===== config.mk =====
export PLATFORM = sky130hd
export DESIGN_NAME = ebcp_top
export DESIGN_NICKNAME = d
export VERILOG_FILES = /design/src/pkg/ebcp_pkg.sv /design/src/verilog/ebcp_top.sv /design/src/verilog/ebcp_timer.sv
export SDC_FILE = /design/constraint.sdc
export NUM_CORES = 1
export LEC_CHECK = 0
export BUFFER_PORTS_ARGS = -buffer_cell sky130_fd_sc_hd__buf_4
export CAP_MARGIN = 20
export CORE_ASPECT_RATIO = 1.75
export CORE_MARGIN = 10
export CORE_UTILIZATION = 40
export DETAILED_ROUTE_END_ITERATION = 7
export SYNTH_ARGS = -nofsm -noshare
export SYNTH_HDL_FRONTEND = slang
export SYNTH_SLANG_ARGS = --single-unit

===== constraint.sdc =====
create_clock -name clk_sys_in -period 3.7 [get_ports clk_sys_in]
set_clock_uncertainty 0.1 [all_clocks]
set_input_delay 0.74 -clock clk_sys_in [delete_from_list [all_inputs] [get_ports clk_sys_in]]
set_output_delay 0.74 -clock clk_sys_in [all_outputs]
set_load 0.02 [all_outputs]

===== src/pkg/ebcp_pkg.sv =====
// shared constants and types of the evaluation board control port
package ebcp_pkg;

   // ---------------------------------------------------------------
   // clock and timing
   // ---------------------------------------------------------------
   localparam int unsigned CLK_HZ = 25_000_000; // system clock rate
   localparam int unsigned QUIET_TIME_MS = 1000; // bus silence after a one-wire access
   localparam int unsigned HIZ_TIME_MS = 25; // output high impedance after power-up
   localparam int unsigned QUIET_CYCLES = (CLK_HZ / 1000) * QUIET_TIME_MS;
   localparam int unsigned HIZ_CYCLES = (CLK_HZ / 1000) * HIZ_TIME_MS;
   localparam int unsigned TMR_W = 25; // timer width, holds QUIET_CYCLES

   // ---------------------------------------------------------------
   // two-wire slave
   // ---------------------------------------------------------------
   localparam logic [6:0] BUS_ADDR_DEFAULT = 7'h20; // arbitrary slave address
   localparam logic [3:0] BITS_PER_BYTE = 4'h8;

   // ---------------------------------------------------------------
   // control byte layout, bit 7 first
   // ---------------------------------------------------------------
   typedef struct packed {
      logic test_pin; // 7: 1 = conditioner test mode
      logic mode_indicator_drive_n; // 6: active-low indicator
      logic link_indicator_drive_n; // 5: active-low indicator
      logic adc_cal_short; // 4: 1 = adc inputs shorted
      logic spare_out; // 3: free user line
      logic serial_bus_connect; // 2: 1 = sensor two-wire lines joined
      logic sensor_supply_off; // 1: active low supply enable
      logic single_wire_pullup_on; // 0: 1 = pull-up connected
   } ebcp_ctrl_type;

   localparam ebcp_ctrl_type CTRL_RESET = 8'h62; // leds off, supply removed

   typedef enum logic [2:0] {
      ST_IDLE = 3'h0,
      ST_ADDR = 3'h1,
      ST_AACK = 3'h3,
      ST_DATA = 3'h2,
      ST_DACK = 3'h6,
      ST_RDAT = 3'h7,
      ST_RACK = 3'h5,
      ST_WAIT = 3'h4
   } ebcp_state_type;

endpackage


===== src/verilog/ebcp_top.sv =====
// board control port: two-wire slave with an 8-bit output latch and conditioner timers
`timescale 1ns/1ps
`default_nettype none

module ebcp_top
   import ebcp_pkg::*;
#(
   parameter logic [6:0] BUS_ADDR = BUS_ADDR_DEFAULT, // arbitrary slave address
   parameter logic [TMR_W-1:0] QUIET_CNT = TMR_W'(QUIET_CYCLES), // silence length
   parameter logic [TMR_W-1:0] HIZ_CNT = TMR_W'(HIZ_CYCLES) // high-z length
) (
   input wire logic clk_sys_in, // 25 MHz system clock
   input wire logic rstn_in, // asynchronous reset, active low
   input wire logic scl_in, // two-wire clock pin
   input wire logic sda_in, // two-wire data pin level
   output logic sda_out, // two-wire data drive value
   output logic sda_oe_n_out, // data drive enable, low drives
   input wire logic single_wire_access_in, // one-wire access activity pin
   output ebcp_ctrl_type ctrl_out, // control byte lines
   output logic eeprom_fetch_en_out, // conditioner may fetch eeprom
   output logic serial_bus_quiet_out, // conditioner silent on two-wire
   output logic analog_out_hiz_out // conditioner output high impedance
);

   // ---------------------------------------------------------------
   // reset release and pin synchronisers
   // ---------------------------------------------------------------
   logic rst_meta_q;
   logic rst_n;
   logic scl_m_q, scl_s_q, scl_p_q;
   logic sda_m_q, sda_s_q, sda_p_q;
   logic acc_m_q, acc_s_q, acc_p_q;

   // two-stage release of the reset
   always_ff @(posedge clk_sys_in or negedge rstn_in) begin
      if (!rstn_in) begin
         rst_meta_q <= 1'b0;
         rst_n <= 1'b0;
      end else begin
         rst_meta_q <= 1'b1;
         rst_n <= rst_meta_q;
      end
   end

   // first stages feed only the second stages
   always_ff @(posedge clk_sys_in or negedge rst_n) begin
      if (!rst_n) begin
         scl_m_q <= 1'b1;
         scl_s_q <= 1'b1;
         scl_p_q <= 1'b1;
         sda_m_q <= 1'b1;
         sda_s_q <= 1'b1;
         sda_p_q <= 1'b1;
         acc_m_q <= 1'b0;
         acc_s_q <= 1'b0;
         acc_p_q <= 1'b0;
      end else begin
         scl_m_q <= scl_in;
         scl_s_q <= scl_m_q;
         scl_p_q <= scl_s_q;
         sda_m_q <= sda_in;
         sda_s_q <= sda_m_q;
         sda_p_q <= sda_s_q;
         acc_m_q <= single_wire_access_in;
         acc_s_q <= acc_m_q;
         acc_p_q <= acc_s_q;
      end
   end

   logic scl_rise, scl_fall, start_det, stop_det, access_rise;

   // bus events from the settled copies
   assign scl_rise = scl_s_q & ~scl_p_q;
   assign scl_fall = ~scl_s_q & scl_p_q;
   assign start_det = scl_s_q & scl_p_q & sda_p_q & ~sda_s_q;
   assign stop_det = scl_s_q & scl_p_q & ~sda_p_q & sda_s_q;
   assign access_rise = acc_s_q & ~acc_p_q;

   // ---------------------------------------------------------------
   // two-wire slave and control latch
   // ---------------------------------------------------------------
   ebcp_state_type st_q, st_d;
   logic [7:0] sh_q, sh_d;
   logic [3:0] cnt_q, cnt_d;
   logic rw_q, rw_d;
   ebcp_ctrl_type ctrl_q, ctrl_d;
   logic oe_n_q, oe_n_d;
   logic wr_strobe;

   // protocol next state, shifting and byte latch
   always_comb begin
      st_d = st_q;
      sh_d = sh_q;
      cnt_d = cnt_q;
      rw_d = rw_q;
      ctrl_d = ctrl_q;
      wr_strobe = 1'b0;
      if (start_det) begin
         st_d = ST_ADDR;
         cnt_d = 4'h0;
      end else if (stop_det) begin
         st_d = ST_IDLE;
      end else begin
         case (st_q)
            ST_IDLE: begin
               st_d = ST_IDLE;
            end
            ST_ADDR: begin
               if (scl_rise) begin
                  sh_d = {sh_q[6:0], sda_s_q};
                  cnt_d = cnt_q + 4'h1;
               end else if (scl_fall && cnt_q == BITS_PER_BYTE) begin
                  rw_d = sh_q[0];
                  st_d = (sh_q[7:1] == BUS_ADDR) ? ST_AACK : ST_WAIT;
               end
            end
            ST_AACK: begin
               if (scl_fall) begin
                  cnt_d = 4'h0;
                  if (rw_q) begin
                     sh_d = ctrl_q; // read back the latched lines
                     st_d = ST_RDAT;
                  end else begin
                     st_d = ST_DATA;
                  end
               end
            end
            ST_DATA: begin
               if (scl_rise) begin
                  sh_d = {sh_q[6:0], sda_s_q};
                  cnt_d = cnt_q + 4'h1;
               end else if (scl_fall && cnt_q == BITS_PER_BYTE) begin
                  wr_strobe = 1'b1;
                  ctrl_d = ebcp_ctrl_type'(sh_q);
                  st_d = ST_DACK;
               end
            end
            ST_DACK: begin
               if (scl_fall) begin
                  cnt_d = 4'h0;
                  st_d = ST_DATA;
               end
            end
            ST_RDAT: begin
               if (scl_rise) begin
                  cnt_d = cnt_q + 4'h1;
               end else if (scl_fall) begin
                  if (cnt_q == BITS_PER_BYTE) begin
                     st_d = ST_RACK;
                  end else begin
                     sh_d = {sh_q[6:0], 1'b1};
                  end
               end
            end
            ST_RACK: begin
               if (scl_rise && sda_s_q) begin
                  st_d = ST_WAIT; // master refused more data
               end else if (scl_fall) begin
                  sh_d = ctrl_q;
                  cnt_d = 4'h0;
                  st_d = ST_RDAT;
               end
            end
            ST_WAIT: begin
               st_d = ST_WAIT;
            end
            default: begin
               st_d = ST_IDLE;
            end
         endcase
      end
      oe_n_d = ~((st_d == ST_AACK) || (st_d == ST_DACK) || ((st_d == ST_RDAT) && !sh_d[7]));
   end

   // protocol registers; the byte holds between writes
   always_ff @(posedge clk_sys_in or negedge rst_n) begin
      if (!rst_n) begin
         st_q <= ST_IDLE;
         sh_q <= 8'h00;
         cnt_q <= 4'h0;
         rw_q <= 1'b0;
         ctrl_q <= CTRL_RESET;
         oe_n_q <= 1'b1;
      end else begin
         st_q <= st_d;
         sh_q <= sh_d;
         cnt_q <= cnt_d;
         rw_q <= rw_d;
         ctrl_q <= ctrl_d;
         oe_n_q <= oe_n_d;
      end
   end

   // ---------------------------------------------------------------
   // conditioner timers and fetch permission
   // ---------------------------------------------------------------
   logic quiet_run, hiz_run, supply_prev_q, supply_applied;
   logic fetch_q, fetch_d;

   // supply applied when the active-low bit drops
   assign supply_applied = supply_prev_q & ~ctrl_q.sensor_supply_off;

   ebcp_timer #(.CYCLES(QUIET_CNT)) u_quiet (
      .clk_sys_in(clk_sys_in),
      .rstn_in(rst_n),
      .restart_in(access_rise),
      .running_out(quiet_run)
   );

   ebcp_timer #(.CYCLES(HIZ_CNT)) u_hiz (
      .clk_sys_in(clk_sys_in),
      .rstn_in(rst_n),
      .restart_in(supply_applied),
      .running_out(hiz_run)
   );

   // fetches only stand-alone, outside the silence and the power-up window
   always_comb begin
      fetch_d = ~ctrl_q.test_pin & ~quiet_run & ~hiz_run;
   end

   always_ff @(posedge clk_sys_in or negedge rst_n) begin
      if (!rst_n) begin
         fetch_q <= 1'b0;
         supply_prev_q <= 1'b1;
      end else begin
         fetch_q <= fetch_d;
         supply_prev_q <= ctrl_q.sensor_supply_off;
      end
   end

   // ---------------------------------------------------------------
   // outputs
   // ---------------------------------------------------------------
   assign sda_out = 1'b0; // open drain, only ever pulls low
   assign sda_oe_n_out = oe_n_q;
   assign ctrl_out = ctrl_q;
   assign eeprom_fetch_en_out = fetch_q;
   assign serial_bus_quiet_out = quiet_run;
   assign analog_out_hiz_out = hiz_run;
endmodule

`default_nettype wire


===== src/verilog/ebcp_timer.sv =====
// restartable one-shot timer
`timescale 1ns/1ps
`default_nettype none

module ebcp_timer
   import ebcp_pkg::*;
#(
   parameter logic [TMR_W-1:0] CYCLES = 25'h1
) (
   input wire logic clk_sys_in, // system clock
   input wire logic rstn_in, // synchronised reset, active low
   input wire logic restart_in, // one-cycle restart pulse
   output logic running_out // high while the time runs
);

   logic [TMR_W-1:0] cnt_q;
   logic [TMR_W-1:0] cnt_d;
   logic run_q;
   logic run_d;

   // ---------------------------------------------------------------
   // count down, a restart reloads the full time
   // ---------------------------------------------------------------
   always_comb begin
      cnt_d = cnt_q;
      if (restart_in) begin
         cnt_d = CYCLES;
      end else if (cnt_q != '0) begin
         cnt_d = cnt_q - 1'b1;
      end
      run_d = (cnt_d != '0);
   end

   always_ff @(posedge clk_sys_in or negedge rstn_in) begin
      if (!rstn_in) begin
         cnt_q <= '0;
         run_q <= 1'b0;
      end else begin
         cnt_q <= cnt_d;
         run_q <= run_d;
      end
   end

   assign running_out = run_q;

endmodule

`default_nettype wire


==> summary.txt, run 1 <==
Run status
  – Status: finished, final reports clean

STA
  – Final period util: 0.853
  – Final hold vios: 0
  – Hold WS: 69.4 ps
  – Max Fclk: 317 MHz
  – Slew @ Worst Pin: 882 ps
  – Setup tns final: 0 ps
  – Unrepaired setup endpoints after global routing: no
  – Final setup violating endpoints: 0
  – Min Tclk post-route: 3160 ps
  – Max-slew violation count: 0
  – Worst slew margin: 0.412

Floorplanning
  – Starting density of the core: 0.407
  – Num rows: 52
  – Die width: approximately 100 microns
  – Total core area: ~12000 sq um
  – Ports: 18
  – Die Height: 164 microns
  – Die area: 16700 sq um

Power and ir drop
  – Clock share of power: 0.261
  – Switch share: 0.371
  – VDD IR max: 234 uV
  – Pwr/cell area: 625 nW/um^2
  – P_int: 2070 uW
  – Reg power frac: 0.465
  – Net Switching: about 1200 uW
  – Leakage dissipation: 0.00213 uW
  – Comb pwr share: 0.274

Synth
  – Post-synth ARST share: 1.00
  – Top post-synthesis cells by area: dfrtp_1 42%, dfstp_2 6.1%, nor2_1 3.9%
  – Largest family of logic cells by synthesized area: simple AND/OR/NAND/NOR gates
  – Synthesized-area fraction occupied by adder cells: 0.0106
  – Leading area contributor after synthesis: dfrtp_1
  – Mux share of post-synthesis cell area: 0.0282
  – EDFF count, synth: 0
  – Mean Syn Cell Area: between 9 and 10 sq um
  – Register area share after synthesis: 0.481
  – Seq cells post-synth: 90
  – Syn nets: 487
  – Share of the synthesized area in the top cell type: 0.420
  – Xor and xnor area share after synthesis: 0.0484
  – Synth warn: 0
  – Cell variety after synth: 69
  – Cell count after synthesis: roughly 480
  – Main synth FF type: dfrtp_1
  – Fraction of the mapped netlist area in simple logic gates: 0.257
  – Synth Area in Compound Gates: 0.144
  – Mapped cell area: 4710 sq um

Detailed routing
  – DRC Markers: 0
  – Final wirelength: 11300 microns
  – Antenna-violating nets left: 0
  – DRT Pass-1 Iters: 6
  – Vias: 3814
  – Drt wl/cell: 17.8 microns
  – Via density: 6.02
  – 1st-iter DRT viols: 163

Clock network
  – Clk_lat worst skew: about 340 ps
  – CTS Hold Bufs: 0
  – Clock slew at reported path FFs: 70 ps
  – CTS Buf Count: 9
  – Clk root buf: clkbuf_16
  – CTS sink count: 90
  – Max Root-Sink Buffers: 2
  – Post-cts gate resize count: 0
  – Setup Fix Bufs, Post-CTS: 0
  – Htree depth: 3
  – CTS tree: yes

Global routing
  – Antenna violations before repair: 0
  – First-pass GRT wire length: 18900 microns
  – Vias in the first global route: 3835
  – GR Util All Layers: 0.141
  – Overflow after GRT: 0
  – Largest net degree at the start of global routing: 70

Worst setup path
  – Critical-path maximum fanout: 14
  – Worst Path Arrival: 3260 ps
  – Req. time, crit path: 3800 ps
  – Critical Path Source Type: flip-flop
  – R2r endpoint: u_quiet.running_out
  – Reg2reg setup slack: ~540 ps
  – CP endpoint kind: flip-flop
  – Setup Crit Path Kind: flip-flop to flip-flop
  – Crit path from: u_quiet.cnt_q[0]
  – RR Startpoint: u_quiet.cnt_q[0]
  – R2R cell count: 8

Run
  – Max-cap violations: 0

Place
  – Gpl congestion: 0.894
  – PortBufs: 16
  – DP HPWL: 8370 microns

Finish
  – Total inserted antenna cells: 0
  – Area grow syn2layout: 11.5%
  – Layout cell share with drive strength beyond 1: 0.150
  – Fin nets: between 500 and 600

Min path
  – Hold Crit Class: input pin to async pin
## how the worst max path moves through the flow
stage	endpoint	slack [ps]	depth (start not counted)
2_1_floorplan	acc_m_q	930	0
3_3_place_gp	u_quiet.running_out	640	8
3_5_place_dp	u_quiet.running_out	580	8
4_1_cts	u_quiet.running_out	560	8
5_1_grt	u_quiet.running_out	290	9
6_report	u_quiet.running_out	540	8
## power by group through the flow
| stage | Combinational, uW | Clock (uW) | Sequential [uW] |
|---|---|---|---|
| 2_1_floorplan | 722 | 0 | 1450 |
| 3_3_place_gp | 887 | 0 | 1530 |
| 3_5_place_dp | 898 | 0 | 1540 |
| 4_1_cts | 904 | 887 | 1520 |
| 5_1_grt | 1020 | 932 | 1560 |
| 6_report | 901 | 857 | 1530 |
## through the flow
| step | power (uW) | instances | utilization | instance area (sq um) | worst slack [ps] |
|---|---|---|---|---|---|
| 2_1_floorplan | 2170 | 478 | - | 4710 | 927 |
| 3_3_place_gp | 2410 | 618 | 0.429 | 4970 | 641 |
| 3_5_place_dp | 2440 | 618 | 0.429 | 4970 | 581 |
| 4_1_cts | 3310 | 634 | 0.453 | 5250 | 559 |
| 5_1_grt | 3520 | 634 | 0.453 | 5250 | 291 |
| 6_report | 3280 | 634 | 0.453 | 5250 | 545 |
## kinds of logic (layout without fill, tap and decap cells)
group | Yosys count | in the layout
adders and majority gates | 4 | 4
muxes | 12 | 12
other | 2 | 2
AOI/OAI and AO/OA | 90 | 90
xor gates and xnor gates | 26 | 26
buffers and inverters | 36 | 57
and+or+nand+nor | 218 | 218
DFF | 90 | 90
## cells in the mapped netlist (all sizes together), types with 13 or more instances
master,number
dfrtp,79
nor2,49
xnor2,15
nand3,21
inv,21
nor4,17
clkbuf,13
nand2,41
nor3,20
a21oi,18
o21ai,15
## cell type report
class	instances	area, sq um
inverters	21	78.8
clock inverters	6	50.0
flip-flops and latches	90	2270
fillers	1103	6330
well taps	135	169
clock buffers	10	229
multi-input cells	352	2300
repair buffers	20	150
## cells in the final DEF (no fill, tap or decap), types with 4 or more instances in the layout
cell       netlist  layout
dfrtp_1         79      78
nor2_1          49      49
nand2_1         41      41
nand3_1         21      21
inv_1           21      21
nor3_1          20      20
buf_4            1      20
a21oi_1         18      18
xnor2_1         15      15
o21ai_0         14      14
nor4_1          13      13
nand2b_1        11      11
xor2_1          11      11
dfstp_2         11      11
mux2_2          10      10
clkbuf_16        0       9
o31ai_1          7       7
a211oi_1         7       7
nand4_1          7       7
a222oi_1         7       7
or3_1            6       6
nor2b_1          6       6
nor4b_1          5       5
or4_1            4       4
and3_1           4       4
nor3b_1          4       4
and2_1           4       4
ha_1             4       4
## flip-flops by register name (all words and copies together), names as in the netlist, 3 cells and up
name	cells
ctrl_out	8
u_quiet.cnt_q	25
u_hiz.cnt_q	25
cnt_q	4
st_q	3
sh_q	8
## worst max-delay path, stage by stage (launching register included)
cell and delay, ps:
dfrtp_1 450, inv_1 90, ha_1 230, nor4b_1 530, and2_1 230, nand3_1 460
a41o_1 440, nor4_1 350, nand4_1 140
## layer usage
metal | track usage | wire [microns] | vias up
met3 | 0.0292 | 433 | 36
met2 | 0.260 | 6220 | 114
met5 | 0 | 0 | -
li1 | - | - | 1795
met4 | 0.0709 | 403 | 0
met1 | 0.143 | 4210 | 1869
No activity file was read; power rests on OpenSTA's default activity.
==> run 2: changes to the inputs <==
--- a/config.mk
+++ b/config.mk
@@ -5,6 +5,7 @@
 export SDC_FILE = /design/constraint.sdc
 export NUM_CORES = 1
 export LEC_CHECK = 0
+export ABC_AREA = 1
 export BUFFER_PORTS_ARGS = -buffer_cell sky130_fd_sc_hd__buf_4
 export CAP_MARGIN = 20
 export CORE_ASPECT_RATIO = 1.75
==> run 2 against run 1 <==
  * Core utilization is 0.11 points higher
  * First-iteration DRC count is 0.61% higher
  * Critical path depth up 4
  * Clock power grew 25%
  * Wire length rose by 18%
  * Register-to-register slack improved by 710 ps
  * Sequential power decreased by 7%
  * Synthesized cell count increased by 49%
  * Total power up 17%
  * Largest power group unchanged
==> summary.txt, run 2 <==
Floorplanning
  – Starting density of the core: 0.405 (was 0.407)
  – Die Height: 171 microns (was 164 microns)
  – Ports: 18 (unchanged)
  – Total core area: 12800 sq um (was 11600 sq um)
  – Die area: 18100 sq um (was 16700 sq um)
  – Die width: 106 microns (was 102 microns)
  – Num rows: 55 (was 52)

Finish
  – Largest registers: u_hiz.cnt_q: 25 flops, u_quiet.cnt_q: 25 flops (unchanged)
  – Layout cell share with drive strength beyond 1: 0.102 (was 0.150)
  – Fin nets: 740 (was 503)
  – Most common cell after layout, fill and taps aside: nand2_1 (was dfrtp_1)
  – Most frequent cells in the layout: 193 x nand2_1, 114 x nor2_1, 96 x inv_1 (was 78 x dfrtp_1, 49 x nor2_1, 41 x nand2_1)
  – Core Util, Final: 0.454 (was 0.453)
  – Total inserted antenna cells: 0 (unchanged)
  – Final non-filler cell total: 907 (was 634)
  – Fillers: 1362 (was 1103)
  – Area grow syn2layout: 12.1% (was 11.5%)

Power and ir drop
  – VDD IR max: 412 uV (was 234 uV)
  – Comb pwr share: 0.351 (was 0.274)
  – Pwr/cell area: 660 nW/um^2 (was 625 nW/um^2)
  – Reg power frac: 0.371 (was 0.465)
  – Clock share of power: 0.278 (was 0.261)
  – Switch share: 0.404 (was 0.371)
  – P_int: 2290 uW (was 2070 uW)
  – Leakage dissipation: 0.00304 uW (was 0.00213 uW)
  – Pwr Total: 3840 uW (was 3280 uW)
  – Net Switching: 1550 uW (was 1220 uW)

Synth
  – Main synth FF type: dfrtp_1 (unchanged)
  – Count leader, synth: nand2_1 (was dfrtp_1)
  – Cell count after synthesis: 713 (was 478)
  – Syn nets: 722 (was 487)
  – Mapped cell area: 5190 sq um (was 4710 sq um)
  – Mean Syn Cell Area: 7.28 sq um (was 9.85 sq um)
  – Post-synth top cells: 193 x nand2_1, 114 x nor2_1, 96 x inv_1 (was 79 x dfrtp_1, 49 x nor2_1, 41 x nand2_1)
  – Seq cells post-synth: 90 (unchanged)
  – Register area share after synthesis: 0.437 (was 0.481)
  – Share of the synthesized area in the top cell type: 0.381 (was 0.420)
  – Cell variety after synth: 43 (was 69)
  – Synth warn: 0 (unchanged)
  – EDFF count, synth: 0 (unchanged)
  – Leading area contributor after synthesis: dfrtp_1 (unchanged)
  – Post-synth ARST share: 1.00 (unchanged)
  – Top post-synthesis cells by area: dfrtp_1 38%, nand2_1 14%, nor2_1 8.2% (was dfrtp_1 42%, dfstp_2 6.1%, nor2_1 3.9%)

Worst setup path
  – Req. time, crit path: 3820 ps (was 3800 ps)
  – Setup Crit Path Kind: flip-flop to flip-flop (unchanged)
  – Worst Path Arrival: 2560 ps (was 3260 ps)
  – Crit path from: u_hiz.cnt_q[0] (was u_quiet.cnt_q[0])
  – R2R cell count: 12 (was 8)
  – Reg2reg setup slack: 1250 ps (was 540 ps)
  – Crit path capture: u_hiz.running_out (was u_quiet.running_out)
  – R2r endpoint: u_hiz.running_out (was u_quiet.running_out)
  – RR Startpoint: u_hiz.cnt_q[0] (was u_quiet.cnt_q[0])
  – Critical-path maximum fanout: 22 (was 14)
  – Critical Path Source Type: flip-flop (unchanged)
  – CP endpoint kind: flip-flop (unchanged)

Min path
  – Hold Crit Class: input pin to async pin (unchanged)

Place
  – PortBufs: 16 (unchanged)
  – Dpl cells: 891 (was 618)
  – DP HPWL: 10300 microns (was 8370 microns)
  – Gpl congestion: 0.911 (was 0.894)

Detailed routing
  – Vias: 4592 (was 3814)
  – Antenna-violating nets left: 0 (unchanged)
  – Metal2 WL: 7390 microns (was 6220 microns)
  – Via density: 5.06 (was 6.02)
  – Drt wl/cell: 14.7 microns (was 17.8 microns)
  – 1st-iter DRT viols: 164 (was 163)
  – DR top layer: met4 (unchanged)
  – Metal-1 WL: 4860 microns (was 4210 microns)
  – WL met3: 412 microns (was 433 microns)
  – DRC Markers: 0 (unchanged)
  – Final wirelength: 13300 microns (was 11300 microns)
  – DRT Pass-1 Iters: 4 (was 6)

STA
  – Final setup violating endpoints: 0 (unchanged)
  – Max-slew violation count: 0 (unchanged)
  – Hold WS: 61.2 ps (was 69.4 ps)
  – Final period util: 0.662 (was 0.853)
  – Setup tns final: 0 ps (unchanged)
  – Unrepaired setup endpoints after global routing: no (unchanged)
  – Min Tclk post-route: 2450 ps (was 3160 ps)
  – Slew @ Worst Pin: 949 ps (was 882 ps)
  – Final hold vios: 0 (unchanged)
  – Worst slew margin: 0.367 (was 0.412)
  – Max Fclk: 408 MHz (was 317 MHz)

Run
  – Max-cap violations: 0 (unchanged)

Clock network
  – Clock slew at reported path FFs: 70 ps (about the same)
  – Max Root-Sink Buffers: 2 (unchanged)
  – Post-cts gate resize count: 0 (unchanged)
  – Clk_lat worst skew: 340 ps (about the same)
  – Setup Fix Bufs, Post-CTS: 0 (unchanged)
  – Clk root buf: clkbuf_16 (unchanged)
  – CTS Buf Count: 9 (unchanged)
  – CTS tree: yes (unchanged)
  – CTS Hold Bufs: 0 (unchanged)
  – Htree depth: 3 (unchanged)
  – CTS sink count: 90 (unchanged)

Global routing
  – First-pass GRT wire length: 22000 microns (was 18900 microns)
  – Antenna violations before repair: 0 (unchanged)
  – Largest net degree at the start of global routing: 74 (was 70)
  – GR Util All Layers: 0.151 (was 0.141)
  – Vias in the first global route: 4599 (was 3835)
  – Overflow after GRT: 0 (unchanged)

Run status
  – Status: finished, final reports clean (unchanged)
[run 2: cells by family (layout without fill, tap and decap cells)]
logic type               after synthesis  after routing  share of synthesized area
flip-flops                            90             90                      0.437
AND/OR/NAND/NOR                      446            446                      0.386
other                                  2              2                    0.00145
XOR/XNOR                              11             11                     0.0186
AO/OA/AOI/OAI                         45             45                     0.0521
multiplexers                           4              4                    0.00868
buffers and inverters                111            134                     0.0871
adder cells (fa/ha/maj)                4              4                    0.00965
[run 2: metal layers]
| layer | up-vias | global-route usage |
|---|---|---|
| li1 | 2290 | - |
| met1 | 2148 | 0.149 |
| met2 | 104 | 0.283 |
| met3 | 50 | 0.0249 |
| met4 | 0 | 0.0976 |
| met5 | - | 0 |
[run 2: power by group through the flow]
| stage | clock, uW | combinational [uW] | sequential [uW] |
|---|---|---|---|
| floorplan | 0 | 1050 | 1370 |
| global placement | 0 | 1330 | 1430 |
| detailed placement | 0 | 1340 | 1440 |
| CTS | 1100 | 1340 | 1420 |
| global route | 1140 | 1540 | 1450 |
| finish | 1070 | 1350 | 1420 |
[run 2: worst min-delay path by stage]
stage,from,to,slack (ps),depth (start not counted)
final,rstn_in,rst_n,60,1
after CTS,rstn_in,rst_n,50,1
after floorplan,acc_m_q,acc_s_q,230,0
after detailed placement,rst_meta_q,rst_n,250,0
after global routing,rstn_in,rst_n,50,1
after global placement,rst_meta_q,rst_n,240,0
[run 2: worst max-delay path: stages, from the launching register on]
cell,delay [ps]
dfrtp_1,370
inv_1,140
ha_1,380
nand2_4,120
nor2_4,160
and2_4,190
nand2_4,160
nand2_1,120
a21oi_1,100
nor2_1,130
nand2_1,50
nor2_1,180
nand3_1,110
[run 2: through the flow]
stage,setup slack [ps],area [sq um]
3_3_place_gp,1360,5470
3_5_place_dp,1310,5470
2_1_floorplan,927,5190
5_1_grt,1090,5820
4_1_cts,1300,5820
6_report,1250,5820
[run 2: layout make-up]
cell class	instances	area, sq um	share of cell area
repair buffers	18	135	0.0232
flip-flops and latches	90	2270	0.390
clock inverters	7	121	0.0209
inverters	100	380	0.0654
well taps	171	214	0.0368
clock buffers	9	225	0.0387
multi-input cells	512	2470	0.425
